--- config.mk ---
export PLATFORM = sky130hd
export DESIGN_NAME = line_maintenance_interrupt_ctrl
export DESIGN_NICKNAME = d
export VERILOG_FILES = /design/src/hdl/line_maint_pkg.sv /design/src/hdl/run_counter.sv /design/src/hdl/line_maintenance_interrupt_ctrl.sv
export SDC_FILE = /design/constraint.sdc
export NUM_CORES = 1
export LEC_CHECK = 0
export BUFFER_PORTS_ARGS = -buffer_cell sky130_fd_sc_hd__buf_4
export CAP_MARGIN = 0
export CORE_AREA = 2 2 116 118
export DETAILED_ROUTE_END_ITERATION = 10
export DIE_AREA = 0 0 118 120
export PLACE_DENSITY = 0.89
export SLEW_MARGIN = 20
export SYNTH_ARGS = -nofsm -noshare
export SYNTH_HDL_FRONTEND = slang
export SYNTH_SLANG_ARGS = --single-unit
--- constraint.sdc ---
create_clock -name aclk -period 8.22 [get_ports aclk]
set_clock_uncertainty 0.15 [all_clocks]
set_input_delay 1.644 -clock aclk [delete_from_list [all_inputs] [get_ports aclk]]
set_output_delay 1.644 -clock aclk [all_outputs]
set_load 0.02 [all_outputs]
--- src/hdl/line_maint_pkg.sv ---
// Functional notes
// - criterion 0: loss after 175 low bits
// - criterion 1: loss after 1544 low bits
// - clear needs level, 12.5% marks, <100 zeros
// - long haul clears above Q plus 4 dB
// - receive all ones during loss when enabled
// - transmit all ones during loss when enabled
// - violation insert rising edge, one violation
// - criterion 0: AMI >15, B8ZS >8 zeros
// - criterion 1: AMI >80, B8ZS >8 zeros
// - count zero errors only when field is 01
// - manual mode copies counter on transfer edge
// - auto mode copies counter every second
// - transfer bit acts only in manual mode
// - four loopback enables, active while set
// - driver fail and loss flags gated by enables
// - second status flags each gated by enable
// - termination codes; tx 1xx reserved, rx bypass
// - status flag cleared by writing one
// - line code bit: 0 B8ZS, 1 AMI
package line_maint_pkg;

  // register indices; byte address is four times the index
  localparam logic [5:0] IDX_RX_CONFIG      = 6'h28;
  localparam logic [5:0] IDX_RX_LEVEL       = 6'h29;
  localparam logic [5:0] IDX_LOOPBACK       = 6'h2b;
  localparam logic [5:0] IDX_LOS_CRITERIA   = 6'h2c;
  localparam logic [5:0] IDX_ERROR_COUNTING = 6'h31;
  localparam logic [5:0] IDX_TERMINATION    = 6'h32;
  localparam logic [5:0] IDX_LINE_IRQ_EN    = 6'h33;
  localparam logic [5:0] IDX_ERROR_IRQ_EN   = 6'h34;
  localparam logic [5:0] IDX_LINE_STATUS    = 6'h36;
  localparam logic [5:0] IDX_LINE_IRQ_ST    = 6'h3a;
  localparam logic [5:0] IDX_ERROR_IRQ_ST   = 6'h3b;
  localparam logic [5:0] IDX_COUNT_LOW      = 6'h3c;
  localparam logic [5:0] IDX_COUNT_HIGH     = 6'h3d;

  // writable bit masks
  localparam logic [7:0] MASK_RX_CONFIG    = 8'h01;
  localparam logic [7:0] MASK_RX_LEVEL     = 8'h1f;
  localparam logic [7:0] MASK_LOOPBACK     = 8'h17;
  localparam logic [7:0] MASK_LOS_CRITERIA = 8'h1c;
  localparam logic [7:0] MASK_ERROR_COUNT  = 8'h5f;
  localparam logic [7:0] MASK_TERMINATION  = 8'h3f;
  localparam logic [7:0] MASK_LINE_IRQ     = 8'h05;
  localparam logic [7:0] MASK_ERROR_IRQ    = 8'h77;

  // reset values
  localparam logic [7:0] RST_RX_LEVEL    = 8'h15;
  localparam logic [7:0] RST_TERMINATION = 8'h04;

  // field positions
  localparam int BIT_LINE_CODE   = 0;
  localparam int BIT_SYS_REMOTE  = 4;
  localparam int BIT_REMOTE      = 2;
  localparam int BIT_ANALOG      = 1;
  localparam int BIT_DIGITAL2    = 0;
  localparam int BIT_LOSS_CRIT   = 4;
  localparam int BIT_RX_ONES     = 3;
  localparam int BIT_TX_ONES     = 2;
  localparam int BIT_VIOL_INSERT = 6;
  localparam int BIT_ZERO_CRIT   = 4;
  localparam int BIT_ZCNT_HI     = 3;
  localparam int BIT_ZCNT_LO     = 2;
  localparam int BIT_REPORT_MODE = 1;
  localparam int BIT_TRANSFER    = 0;
  localparam int BIT_DRIVER_FAIL = 2;
  localparam int BIT_LOSS        = 0;
  localparam int BIT_TEMPLATE_OV = 6;
  localparam int BIT_TX_SLIP     = 5;
  localparam int BIT_RX_SLIP     = 4;
  localparam int BIT_ZERO_ERR    = 2;
  localparam int BIT_VIOLATION   = 1;
  localparam int BIT_COUNT_OV    = 0;

  // counts in bit intervals
  localparam int             RUN_W          = 11;
  localparam logic [10:0]    LOSS_RUN_SHORT = 11'd175;
  localparam logic [10:0]    LOSS_RUN_LONG  = 11'd1544;
  localparam logic [10:0]    CLEAR_ZERO_RUN = 11'd100;
  localparam logic [6:0]     WINDOW_LAST    = 7'd127;
  localparam logic [7:0]     WINDOW_MARKS   = 8'd16;
  localparam logic [10:0]    ZERO_AMI_ANSI  = 11'd15;
  localparam logic [10:0]    ZERO_AMI_FCC   = 11'd80;
  localparam logic [10:0]    ZERO_B8ZS      = 11'd8;
  localparam logic [1:0]     ZCNT_ENABLE    = 2'b01;

  // bus answers
  localparam logic [1:0] RESP_OKAY   = 2'b00;
  localparam logic [1:0] RESP_SLVERR = 2'b10;

  typedef struct packed {
    logic driver_fail;
    logic template_overflow;
    logic tx_fifo_slip;
    logic rx_fifo_slip;
    logic violation_detect;
  } line_events_t;

  typedef struct packed {
    logic system_remote_loop_en;
    logic remote_loop_en;
    logic analog_loop_en;
    logic local_digital_loop2_en;
  } loop_ctrl_t;

  typedef struct packed {
    logic [2:0] tx_term;
    logic       tx_term_reserved;
    logic [2:0] rx_term;
    logic       rx_term_bypass;
  } term_ctrl_t;

  typedef struct packed {
    logic [RUN_W-1:0] count;
  } run_state_t;

  typedef struct packed {
    logic        aw_held;
    logic [7:0]  aw_addr;
    logic        w_held;
    logic [7:0]  w_data;
    logic        w_strb0;
    logic        bvalid;
    logic [1:0]  bresp;
    logic        rvalid;
    logic [7:0]  rdata;
    logic [1:0]  rresp;
    logic [7:0]  rx_config;
    logic [7:0]  rx_level;
    logic [7:0]  loopback;
    logic [7:0]  los_criteria;
    logic [7:0]  error_counting;
    logic [7:0]  termination;
    logic [7:0]  line_irq_en;
    logic [7:0]  error_irq_en;
    logic [7:0]  line_irq_st;
    logic [7:0]  error_irq_st;
    logic        loss_status;
    logic        driver_fail_d;
    logic [15:0] zero_counter;
    logic [15:0] zero_report;
    logic [6:0]  window_pos;
    logic [7:0]  window_marks;
    logic        window_ok;
    logic        viol_pulse;
    logic        rx_data_q;
    logic        tx_data_q;
  } ctrl_state_t;

endpackage : line_maint_pkg

--- src/hdl/run_counter.sv ---
`timescale 1ns/1ps
module run_counter (
  // clock and reset
  input  wire logic                           aclk,
  input  wire logic                           aresetn,
  input  wire logic                           ce,
  // run control
  input  wire logic                           step,
  input  wire logic                           restart,
  // run length so far
  output logic [line_maint_pkg::RUN_W-1:0]    count
);

  line_maint_pkg::run_state_t s_reg;
  line_maint_pkg::run_state_t s_next;

  // counts consecutive steps, saturating at full scale
  always_comb begin
    s_next = s_reg;
    if (ce) begin
      if (restart) begin
        s_next.count = '0;
      end else if (step && (s_reg.count != '1)) begin
        s_next.count = s_reg.count + {{(line_maint_pkg::RUN_W-1){1'b0}}, 1'b1};
      end
    end
  end

  // state register
  always_ff @(posedge aclk) begin
    if (!aresetn) begin
      s_reg <= '0;
    end else begin
      s_reg <= s_next;
    end
  end

  assign count = s_reg.count;

endmodule : run_counter

--- src/hdl/line_maintenance_interrupt_ctrl.sv ---
`timescale 1ns/1ps
module line_maintenance_interrupt_ctrl (
  // clock, reset, clock enable
  input  wire logic                          aclk,
  input  wire logic                          aresetn,
  input  wire logic                          ce,
  // axi4-lite write address
  input  wire logic [7:0]                    s_axi_awaddr,
  input  wire logic                          s_axi_awvalid,
  output logic                               s_axi_awready,
  // axi4-lite write data
  input  wire logic [31:0]                   s_axi_wdata,
  input  wire logic [3:0]                    s_axi_wstrb,
  input  wire logic                          s_axi_wvalid,
  output logic                               s_axi_wready,
  // axi4-lite write response
  output logic [1:0]                         s_axi_bresp,
  output logic                               s_axi_bvalid,
  input  wire logic                          s_axi_bready,
  // axi4-lite read address
  input  wire logic [7:0]                    s_axi_araddr,
  input  wire logic                          s_axi_arvalid,
  output logic                               s_axi_arready,
  // axi4-lite read data
  output logic [31:0]                        s_axi_rdata,
  output logic [1:0]                         s_axi_rresp,
  output logic                               s_axi_rvalid,
  input  wire logic                          s_axi_rready,
  // line side inputs
  input  wire logic                          line_bit_en,
  input  wire logic                          rx_level_low,
  input  wire logic                          rx_level_high,
  input  wire logic                          rx_mark,
  input  wire logic                          tx_data_in,
  input  wire logic                          one_sec_tick,
  input  wire line_maint_pkg::line_events_t  line_events,
  // line side outputs
  output logic                               rx_data_out,
  output logic                               tx_data_out,
  output logic                               violation_insert_pulse,
  output line_maint_pkg::loop_ctrl_t         loop_ctrl,
  output line_maint_pkg::term_ctrl_t         term_ctrl,
  output logic [4:0]                         loss_threshold_q,
  output logic                               loss_status,
  output logic                               irq
);

  line_maint_pkg::ctrl_state_t s_reg;
  line_maint_pkg::ctrl_state_t s_next;

  logic [line_maint_pkg::RUN_W-1:0] low_run;
  logic [line_maint_pkg::RUN_W-1:0] zero_run;
  logic                             low_step;
  logic                             low_restart;
  logic                             zero_step;
  logic                             zero_restart;

  // run of bits below the declare threshold
  assign low_step     = line_bit_en & rx_level_low;
  assign low_restart  = line_bit_en & ~rx_level_low;
  // run of received zeros
  assign zero_step    = line_bit_en & ~rx_mark;
  assign zero_restart = line_bit_en & rx_mark;

  run_counter low_run_cnt (
    .aclk    (aclk),
    .aresetn (aresetn),
    .ce      (ce),
    .step    (low_step),
    .restart (low_restart),
    .count   (low_run)
  );

  run_counter zero_run_cnt (
    .aclk    (aclk),
    .aresetn (aresetn),
    .ce      (ce),
    .step    (zero_step),
    .restart (zero_restart),
    .count   (zero_run)
  );

  // main next-state logic
  always_comb begin
    logic [5:0]                       wr_idx;
    logic [5:0]                       rd_idx;
    logic                             do_wr;
    logic                             wr_hit;
    logic                             wr_lane;
    logic [7:0]                       line_clr;
    logic [7:0]                       error_clr;
    logic [7:0]                       line_set;
    logic [7:0]                       error_set;
    logic [line_maint_pkg::RUN_W-1:0] loss_limit;
    logic [line_maint_pkg::RUN_W-1:0] zero_limit;
    logic                             declare;
    logic                             zero_err;
    logic                             long_zero;
    logic                             clear_ok;
    logic                             win_ok;
    logic [7:0]                       win_marks;
    logic                             transfer;
    logic                             count_ov;
    logic [15:0]                      cnt_base;
    s_next    = s_reg;
    wr_idx    = s_reg.aw_addr[7:2];
    rd_idx    = s_axi_araddr[7:2];
    do_wr     = s_reg.aw_held & s_reg.w_held & ~s_reg.bvalid;
    wr_lane   = s_reg.w_strb0;
    wr_hit    = 1'b0;
    line_clr  = 8'h00;
    error_clr = 8'h00;
    line_set  = 8'h00;
    error_set = 8'h00;
    clear_ok  = 1'b0;
    win_ok    = s_reg.window_ok;
    win_marks = s_reg.window_marks;
    transfer  = 1'b0;
    count_ov  = 1'b0;
    cnt_base  = s_reg.zero_counter;

    // loss run length by criterion
    if (s_reg.los_criteria[line_maint_pkg::BIT_LOSS_CRIT]) begin
      loss_limit = line_maint_pkg::LOSS_RUN_LONG - 11'd1;
    end else begin
      loss_limit = line_maint_pkg::LOSS_RUN_SHORT - 11'd1;
    end
    // zero limit by line code and criterion
    if (!s_reg.rx_config[line_maint_pkg::BIT_LINE_CODE]) begin
      zero_limit = line_maint_pkg::ZERO_B8ZS;
    end else if (s_reg.error_counting[line_maint_pkg::BIT_ZERO_CRIT]) begin
      zero_limit = line_maint_pkg::ZERO_AMI_FCC;
    end else begin
      zero_limit = line_maint_pkg::ZERO_AMI_ANSI;
    end
    declare   = low_step & (low_run == loss_limit);
    zero_err  = zero_step & (zero_run == zero_limit);
    long_zero = zero_step & (zero_run == (line_maint_pkg::CLEAR_ZERO_RUN - 11'd1));

    if (ce) begin
      // write address and data taken independently
      if (s_axi_awvalid && s_axi_awready) begin
        s_next.aw_held = 1'b1;
        s_next.aw_addr = s_axi_awaddr;
      end
      if (s_axi_wvalid && s_axi_wready) begin
        s_next.w_held  = 1'b1;
        s_next.w_data  = s_axi_wdata[7:0];
        s_next.w_strb0 = s_axi_wstrb[0];
      end
      if (s_reg.bvalid && s_axi_bready) begin
        s_next.bvalid = 1'b0;
      end

      // register writes once both halves are held
      if (do_wr) begin
        wr_hit = 1'b1;
        if (wr_idx == line_maint_pkg::IDX_RX_CONFIG) begin
          if (wr_lane) s_next.rx_config = s_reg.w_data & line_maint_pkg::MASK_RX_CONFIG;
        end else if (wr_idx == line_maint_pkg::IDX_RX_LEVEL) begin
          if (wr_lane) s_next.rx_level = s_reg.w_data & line_maint_pkg::MASK_RX_LEVEL;
        end else if (wr_idx == line_maint_pkg::IDX_LOOPBACK) begin
          if (wr_lane) s_next.loopback = s_reg.w_data & line_maint_pkg::MASK_LOOPBACK;
        end else if (wr_idx == line_maint_pkg::IDX_LOS_CRITERIA) begin
          if (wr_lane) s_next.los_criteria = s_reg.w_data & line_maint_pkg::MASK_LOS_CRITERIA;
        end else if (wr_idx == line_maint_pkg::IDX_ERROR_COUNTING) begin
          if (wr_lane) s_next.error_counting = s_reg.w_data & line_maint_pkg::MASK_ERROR_COUNT;
        end else if (wr_idx == line_maint_pkg::IDX_TERMINATION) begin
          if (wr_lane) s_next.termination = s_reg.w_data & line_maint_pkg::MASK_TERMINATION;
        end else if (wr_idx == line_maint_pkg::IDX_LINE_IRQ_EN) begin
          if (wr_lane) s_next.line_irq_en = s_reg.w_data & line_maint_pkg::MASK_LINE_IRQ;
        end else if (wr_idx == line_maint_pkg::IDX_ERROR_IRQ_EN) begin
          if (wr_lane) s_next.error_irq_en = s_reg.w_data & line_maint_pkg::MASK_ERROR_IRQ;
        end else if (wr_idx == line_maint_pkg::IDX_LINE_IRQ_ST) begin
          if (wr_lane) line_clr = s_reg.w_data & line_maint_pkg::MASK_LINE_IRQ;
        end else if (wr_idx == line_maint_pkg::IDX_ERROR_IRQ_ST) begin
          if (wr_lane) error_clr = s_reg.w_data & line_maint_pkg::MASK_ERROR_IRQ;
        end else if ((wr_idx == line_maint_pkg::IDX_LINE_STATUS) ||
                     (wr_idx == line_maint_pkg::IDX_COUNT_LOW) ||
                     (wr_idx == line_maint_pkg::IDX_COUNT_HIGH)) begin
          wr_hit = 1'b1;  // read-only, write ignored
        end else begin
          wr_hit = 1'b0;
        end
        s_next.aw_held = 1'b0;
        s_next.w_held  = 1'b0;
        s_next.bvalid  = 1'b1;
        s_next.bresp   = wr_hit ? line_maint_pkg::RESP_OKAY : line_maint_pkg::RESP_SLVERR;
      end

      // register reads
      if (s_reg.rvalid && s_axi_rready) begin
        s_next.rvalid = 1'b0;
      end
      if (s_axi_arvalid && s_axi_arready) begin
        s_next.rvalid = 1'b1;
        s_next.rresp  = line_maint_pkg::RESP_OKAY;
        if (rd_idx == line_maint_pkg::IDX_RX_CONFIG) begin
          s_next.rdata = s_reg.rx_config;
        end else if (rd_idx == line_maint_pkg::IDX_RX_LEVEL) begin
          s_next.rdata = s_reg.rx_level;
        end else if (rd_idx == line_maint_pkg::IDX_LOOPBACK) begin
          s_next.rdata = s_reg.loopback;
        end else if (rd_idx == line_maint_pkg::IDX_LOS_CRITERIA) begin
          s_next.rdata = s_reg.los_criteria;
        end else if (rd_idx == line_maint_pkg::IDX_ERROR_COUNTING) begin
          s_next.rdata = s_reg.error_counting;
        end else if (rd_idx == line_maint_pkg::IDX_TERMINATION) begin
          s_next.rdata = s_reg.termination;
        end else if (rd_idx == line_maint_pkg::IDX_LINE_IRQ_EN) begin
          s_next.rdata = s_reg.line_irq_en;
        end else if (rd_idx == line_maint_pkg::IDX_ERROR_IRQ_EN) begin
          s_next.rdata = s_reg.error_irq_en;
        end else if (rd_idx == line_maint_pkg::IDX_LINE_STATUS) begin
          s_next.rdata = {5'h00, s_reg.driver_fail_d, 1'b0, s_reg.loss_status};
        end else if (rd_idx == line_maint_pkg::IDX_LINE_IRQ_ST) begin
          s_next.rdata = s_reg.line_irq_st;
        end else if (rd_idx == line_maint_pkg::IDX_ERROR_IRQ_ST) begin
          s_next.rdata = s_reg.error_irq_st;
        end else if (rd_idx == line_maint_pkg::IDX_COUNT_LOW) begin
          s_next.rdata = s_reg.zero_report[7:0];
        end else if (rd_idx == line_maint_pkg::IDX_COUNT_HIGH) begin
          s_next.rdata = s_reg.zero_report[15:8];
        end else begin
          s_next.rdata = 8'h00;
          s_next.rresp = line_maint_pkg::RESP_SLVERR;
        end
      end

      // loss clear window of 128 bit periods
      if (line_bit_en) begin
        win_ok    = s_reg.window_ok & rx_level_high & ~long_zero;
        win_marks = s_reg.window_marks + {7'h00, rx_mark};
        if (s_reg.window_pos == line_maint_pkg::WINDOW_LAST) begin
          clear_ok = win_ok & (win_marks >= line_maint_pkg::WINDOW_MARKS);
          s_next.window_pos   = 7'd0;
          s_next.window_ok    = 1'b1;
          s_next.window_marks = 8'h00;
        end else begin
          s_next.window_pos   = s_reg.window_pos + 7'd1;
          s_next.window_ok    = win_ok;
          s_next.window_marks = win_marks;
        end
      end

      // loss declare and clear
      if (declare) begin
        s_next.loss_status = 1'b1;
      end else if (clear_ok) begin
        s_next.loss_status = 1'b0;
      end

      // all-ones substitution on loss
      if (line_bit_en) begin
        s_next.rx_data_q = rx_mark |
          (s_reg.los_criteria[line_maint_pkg::BIT_RX_ONES] & s_reg.loss_status);
        s_next.tx_data_q = tx_data_in |
          (s_reg.los_criteria[line_maint_pkg::BIT_TX_ONES] & s_reg.loss_status);
      end

      // one violation per rising edge of the insert bit
      s_next.viol_pulse = s_next.error_counting[line_maint_pkg::BIT_VIOL_INSERT] &
                          ~s_reg.error_counting[line_maint_pkg::BIT_VIOL_INSERT];

      // counter transfer: manual edge or one-second tick
      if (s_reg.error_counting[line_maint_pkg::BIT_REPORT_MODE]) begin
        transfer = one_sec_tick;
      end else begin
        transfer = s_next.error_counting[line_maint_pkg::BIT_TRANSFER] &
                   ~s_reg.error_counting[line_maint_pkg::BIT_TRANSFER];
      end
      if (transfer) begin
        s_next.zero_report = s_reg.zero_counter;
        cnt_base           = 16'h0000;
      end
      s_next.zero_counter = cnt_base;
      if (zero_err && (s_reg.error_counting[line_maint_pkg::BIT_ZCNT_HI:line_maint_pkg::BIT_ZCNT_LO] ==
                       line_maint_pkg::ZCNT_ENABLE)) begin
        s_next.zero_counter = cnt_base + 16'h0001;
        count_ov            = (cnt_base == 16'hffff);
      end

      // sticky status flags, set wins over clear
      s_next.driver_fail_d = line_events.driver_fail;
      line_set[line_maint_pkg::BIT_DRIVER_FAIL] = line_events.driver_fail & ~s_reg.driver_fail_d;
      line_set[line_maint_pkg::BIT_LOSS]        = s_next.loss_status & ~s_reg.loss_status;
      error_set[line_maint_pkg::BIT_TEMPLATE_OV] = line_events.template_overflow;
      error_set[line_maint_pkg::BIT_TX_SLIP]     = line_events.tx_fifo_slip;
      error_set[line_maint_pkg::BIT_RX_SLIP]     = line_events.rx_fifo_slip;
      error_set[line_maint_pkg::BIT_ZERO_ERR]    = zero_err;
      error_set[line_maint_pkg::BIT_VIOLATION]   = line_events.violation_detect;
      error_set[line_maint_pkg::BIT_COUNT_OV]    = count_ov;
      s_next.line_irq_st  = (s_reg.line_irq_st & ~line_clr) | line_set;
      s_next.error_irq_st = (s_reg.error_irq_st & ~error_clr) | error_set;
    end
  end

  // state register
  always_ff @(posedge aclk) begin
    if (!aresetn) begin
      s_reg             <= '0;
      s_reg.rx_level    <= line_maint_pkg::RST_RX_LEVEL;
      s_reg.termination <= line_maint_pkg::RST_TERMINATION;
      s_reg.window_ok   <= 1'b1;
    end else begin
      s_reg <= s_next;
    end
  end

  // bus handshakes
  assign s_axi_awready = ~s_reg.aw_held & ~s_reg.bvalid;
  assign s_axi_wready  = ~s_reg.w_held & ~s_reg.bvalid;
  assign s_axi_bvalid  = s_reg.bvalid;
  assign s_axi_bresp   = s_reg.bresp;
  assign s_axi_arready = ~s_reg.rvalid;
  assign s_axi_rvalid  = s_reg.rvalid;
  assign s_axi_rresp   = s_reg.rresp;
  assign s_axi_rdata   = {24'h000000, s_reg.rdata};

  // loopback enables
  assign loop_ctrl.system_remote_loop_en  = s_reg.loopback[line_maint_pkg::BIT_SYS_REMOTE];
  assign loop_ctrl.remote_loop_en         = s_reg.loopback[line_maint_pkg::BIT_REMOTE];
  assign loop_ctrl.analog_loop_en         = s_reg.loopback[line_maint_pkg::BIT_ANALOG];
  assign loop_ctrl.local_digital_loop2_en = s_reg.loopback[line_maint_pkg::BIT_DIGITAL2];

  // termination selection
  assign term_ctrl.tx_term          = s_reg.termination[5:3];
  assign term_ctrl.tx_term_reserved = s_reg.termination[5];
  assign term_ctrl.rx_term          = s_reg.termination[2:0];
  assign term_ctrl.rx_term_bypass   = s_reg.termination[2];

  // line data and status
  assign loss_threshold_q       = s_reg.rx_level[4:0];
  assign loss_status            = s_reg.loss_status;
  assign rx_data_out            = s_reg.rx_data_q;
  assign tx_data_out            = s_reg.tx_data_q;
  assign violation_insert_pulse = s_reg.viol_pulse;

  // interrupt: any flag with its enable
  assign irq = (|(s_reg.line_irq_st & s_reg.line_irq_en)) |
               (|(s_reg.error_irq_st & s_reg.error_irq_en));

endmodule : line_maintenance_interrupt_ctrl

## After elaboration in Yosys (flattened, before gate mapping)

Cells that the tools add are included.

| cells by class | value |
|---|---|
| $lt $le $gt $ge | 1 |
| add/sub/neg operators | 5 |
| bitwise gates (word level) | 42 |
| eq/ne operators | 51 |
| multiplexer cells | 119 |
| reductions and logical operators | 38 |

Operators with widths:

| kind | number |
|---|---|
| $mux W8 | 32 |
| $eq A6 B6 Y1 const B | 26 |
| $mux W64 | 2 |
| $mux W7 | 13 |
| $mux W16 | 5 |
| $mux W11 | 7 |
| $mux W56 | 1 |
| $mux W48 | 1 |
| $mux W40 | 1 |
| $mux W3 | 12 |
| $and A8 B8 Y8 | 4 |
| $mux W32 | 1 |
| $mux W2 | 14 |
| $mux W1 | 27 |
| $mux W24 | 1 |
| $reduce_and A2 Y1 | 12 |
| $add A11 B1 Y11 const B | 2 |
| $eq A11 B11 Y1 | 2 |
| $ne A11 B11 Y1 const B | 2 |
| $and A1 B1 Y1 | 20 |
| $ne A2 B1 Y1 const B | 10 |
| $add A16 B1 Y16 const B | 1 |
| $eq A16 B16 Y1 const B | 1 |
| $not A8 Y8 | 2 |
| other kinds (25) | 57 |

| storage, ports and cells | value |
|---|---|
| register bits | 188 |
| input bits | 71 |
| word-level logic and storage cells | 289 |

## Logic depth before layout (Yosys ltp)

| depth | value |
|---|---|
| depth in word-level cells | 20 |
| mapped depth | 12 |
| mapped depth without buffers | 10 |

## Hierarchy

Synthesis repeated with hierarchy kept, for this count alone.

| second synthesis, totals | value |
|---|---|
| cells, all modules | 996 |
| area, all modules | 8,185.4 um^2 |

By module, submodules not included:

| module | cells an instance | area an instance (um^2) | times used | sequential area each (um^2) |
|---|---|---|---|---|
| line_maintenance_interrupt_ctrl | 836 | 6,806.5 | 1 | 2,442.3 |
| run_counter | 80 | 689.4 | 2 | 220.2 |

## Worst setup path after synthesis

OpenSTA, ideal clock, no wires.

| path | value |
|---|---|
| path type | input-to-reg |
| from | input port one_sec_tick |
| to | register s_reg[53] (netlist name) |
| arrival | 3,414 ps |
| slack | 4,586 ps |
| setup time | 70 ps |
| stages | 8 |
| path buffers | 0 |
| cell sequence | a21oi_1 and2_1 ha_1 inv_1 nor3_1 nand4_2 or4_1 a21oi_1 |

| on the way | value |
|---|---|
| cells in the longest elaborated chain, start to end | 8 |

Ends and longest elaborated chain:

| element | RTL line | text |
|---|---|---|
| from (decl) | line_maintenance_interrupt_ctrl.sv:35 | `input wire logic one_sec_tick,` |
| $mux W1 | line_maintenance_interrupt_ctrl.sv:266 | `if (s_reg.error_counting[line_maint_pkg::BIT_REPORT_MODE]) begin` |
| $mux W1 | line_maintenance_interrupt_ctrl.sv:140 | `if (ce) begin` |
| $mux W16 | line_maintenance_interrupt_ctrl.sv:272 | `if (transfer) begin` |
| $mux W16 | line_maintenance_interrupt_ctrl.sv:140 |  |
| $eq A16 B16 Y1 | line_maintenance_interrupt_ctrl.sv:280 | `count_ov = (cnt_base == 16'hffff);` |
| $mux W1 | line_maintenance_interrupt_ctrl.sv:277 | `if (zero_err && (s_reg.error_counting[line_maint_pkg::BIT_ZCNT_HI:line_maint_pkg::BIT_ZCNT_LO] ==` |
| $mux W1 | line_maintenance_interrupt_ctrl.sv:140 |  |
| $or A8 B7 Y8 | line_maintenance_interrupt_ctrl.sv:294 | `s_next.error_irq_st = (s_reg.error_irq_st & ~error_clr) \| error_set;` |
| to (signal assigned) | line_maintenance_interrupt_ctrl.sv:306 | `s_reg <= s_next;` |
| to (decl) | line_maintenance_interrupt_ctrl.sv:48 | `line_maint_pkg::ctrl_state_t s_reg;` |

No other way between the ends. The select of a mux whose other input is x is not followed.
A chain may end at the register's enable or synchronous reset.

## Worst setup path in the final report

Ends and elaborated chain as after synthesis.

==> metrics.txt <==
status complete, no violations; RePlAce Congestion 0.950; Post-CTS Hold Fix Bufs 0; Routed WL per cell approximately 17 um; FF+latch count, synth about 140; Crit-path slowest cell or4_1; num rows 42; compound-gate portion of the synthesized area 15.6%; Post-CTS Setup Bufs 0; Max Fclk 0.259 GHz; buffers plus inverters on the worst setup path 2; Cells after DPL about 1100; global-route wire length before repair 31.8 mm; gr ovfl total 0; xor/xnor share of the synthesized area 2.40%; register clock-pin slew on the reported worst setup and hold paths approximately 0.060 ns; synthesized cell area 0.00767 sq mm; # H-tree levels 4; max reg flops 91; P&R area growth vs syn 13.0%; Sink Count around 140; post-synth top area share a little under two fifths; synth unique cells 77; pre-CTS setup slack 3.99 ns; worst path cell trace buf_4, a21oi_1, and2_1, ha_1, inv_1, nor3_1, nand4_2, or4_1, a21oi_1; # setup viols final 0; share of cells above drive strength 1 14.2%; WS Path Type in2reg; residual DRC count 0; slowest stage delay, CP between 0.6 and 0.7 ns; final worst slack 4.36 ns; Period minus WS final approximately 3.9 ns; main area contributors after synthesis dfxtp_1, nand2_1, mux2i_1, buf_4, a21oi_1; GRT Total Usage between 20% and 30%; most frequent cells after synthesis dfxtp_1, nand2_1, nor2_1; yosys warns 0; DRT Wirelength 19.7 mm; die span in y 120 um; RSZ-0062 raised after global routing no; crit-path leading delay family simple AND/OR/NAND/NOR gates; Final ANT Viol Nets 0; # fillers 1043; main combinational cell family by area after synthesis simple AND/OR/NAND/NOR gates; antenna cells 0; initial core utilization between 50% and 60%; Final Max Tran Viols 0; Num CTS Buffers 17; crit path max fanout 8; Adder-Cell Fraction of Synth Area 0.979%; CTS root buf clkbuf_16; 1st-pass router iterations 5; worst vdd ir about 0.16 mV; Post-synth EDFFs 0; CTS Buffer Depth 2; Post-CTS Resized 0; leading area contributor after synthesis dfxtp_1; vias in the first global route 6555; crit path launch type input port; initial drt markers 747; Worst Path Required 8.42 ns; most numerous cell in the Yosys netlist dfxtp_1; synthesized instance count ~950; Async SR Flop Fraction 0%; worst hold slack 0.303 ns; IO buf count 75; Final nets 1046; synthesized area per cell between 8 and 9 sq um; Synth Flop Type dfxtp_1; core area 0.0130 sq mm; Worst Hold Class reg2reg; Via Count 7119; mux cell area share after synthesis between 5 and 6%; initial antenna violation count 0; Worst-Skew Late Latency between 0.4 and 0.5 ns; CTS tree done; Rel. slew slack approximately 28%; Pleak 0.00328 uW; final core occ 66.7%; post-synthesis sequential area ratio approximately 38%; cell mode on critical path a21oi_1; worst slew pin tran 1.08 ns; crit path DAT 4.05 ns; setup TNS 0 ns; hpwl dp ~13 mm; Cell Pwr Density 197 mW/mm^2; die span in x 118 um; final hold vios 0; top-level I/O count 134; DR vias/cell 6.15; Final period util between 40% and 50%; final cell count without fillers 1158; die footprint around 0.014 sq mm; # Max-Cap Violations 0; Crit. End Element flip-flop; largest net degree at the start of global routing 104; simple-gate area share of the yosys netlist 28.6%
[metrics by stage]
step / total power (uW) / cell area (sq um)
after detailed placement: 840 / 7980
after global routing: 1750 / 8660
after CTS: 1710 / 8660
after floorplan: 813 / 7760
final: 1710 / 8660
after global placement: 838 / 7980
[final cells by class]
cell class	count	area [sq um]	share of cell area, %
multi-input combinational	711	4210	48.6
sequential	144	2880	33.3
timing repair buffer	82	616	7.11
clock buffer	23	508	5.87
tap	176	220	2.54
clock inverter	9	175	2.02
inverter	13	48.8	0.564
[cell families after synthesis]
group,after synthesis
AND/OR/NAND/NOR,428
XOR/XNOR,21
AO/OA/AOI/OAI,185
buffers and inverters,117
flip-flops,144
adder cells (fa/ha/maj),6
multiplexers,45
other,1
[final timing paths]
kind	start	endpoint	slack (ns)	depth (start not counted)
max reg2reg	s_reg[160]$_SDFFE_PN0P_	s_reg[53]$_SDFFE_PN0P_	4.68	11
min	s_reg[33]$_SDFFE_PN0P_	s_reg[33]$_SDFFE_PN0P_	0.30	2
max	one_sec_tick	s_reg[53]$_SDFFE_PN0P_	4.36	9
min reg2reg	s_reg[33]$_SDFFE_PN0P_	s_reg[33]$_SDFFE_PN0P_	0.30	2
[cell usage in the layout (no fill, tap or decap), drive strengths merged, types with 7 or more instances in the layout]
cell      n
dfxtp   144
nand2   126
nor2     92
buf      82
a21oi    74
nand3    48
mux2i    45
conb     26
o21ai    24
clkbuf   23
and2     21
nor3     18
nand4    17
a22oi    16
and3     16
inv      13
xnor2    11
nand3b   10
xor2     10
nor2b     9
nor4      8
o211ai    8
a31oi     8
or4       8
or3       7
nor4bb    7
[where the power goes]
| group | internal (uW) | switching [uW] | total (uW) | leakage, uW |
|---|---|---|---|---|
| sequential | 708 | 14.0 | 722 | 0.00116 |
| combinational | 39.0 | 67.5 | 106 | 0.00179 |
| clock | 586 | 291 | 877 | 0.000331 |
| total | 1330 | 372 | 1710 | 0.00328 |
[tightest hold or removal path: stages (launching register included)]
cell and delay (ns):
dfxtp_1 0.31, nand2_1 0.05, a21oi_1 0.05
[routing by layer]
layer / GRT usage [%] / share of wire (%) / vias up
met5: 0 / 0 / -
met4: 12.3 / 3.8 / 0
met3: 7.79 / 8.5 / 76
met2: 45.8 / 47 / 349
met1: 33.9 / 41 / 3343
li1: - / - / 3351
Note: power is estimated with default switching activity, not from simulation.
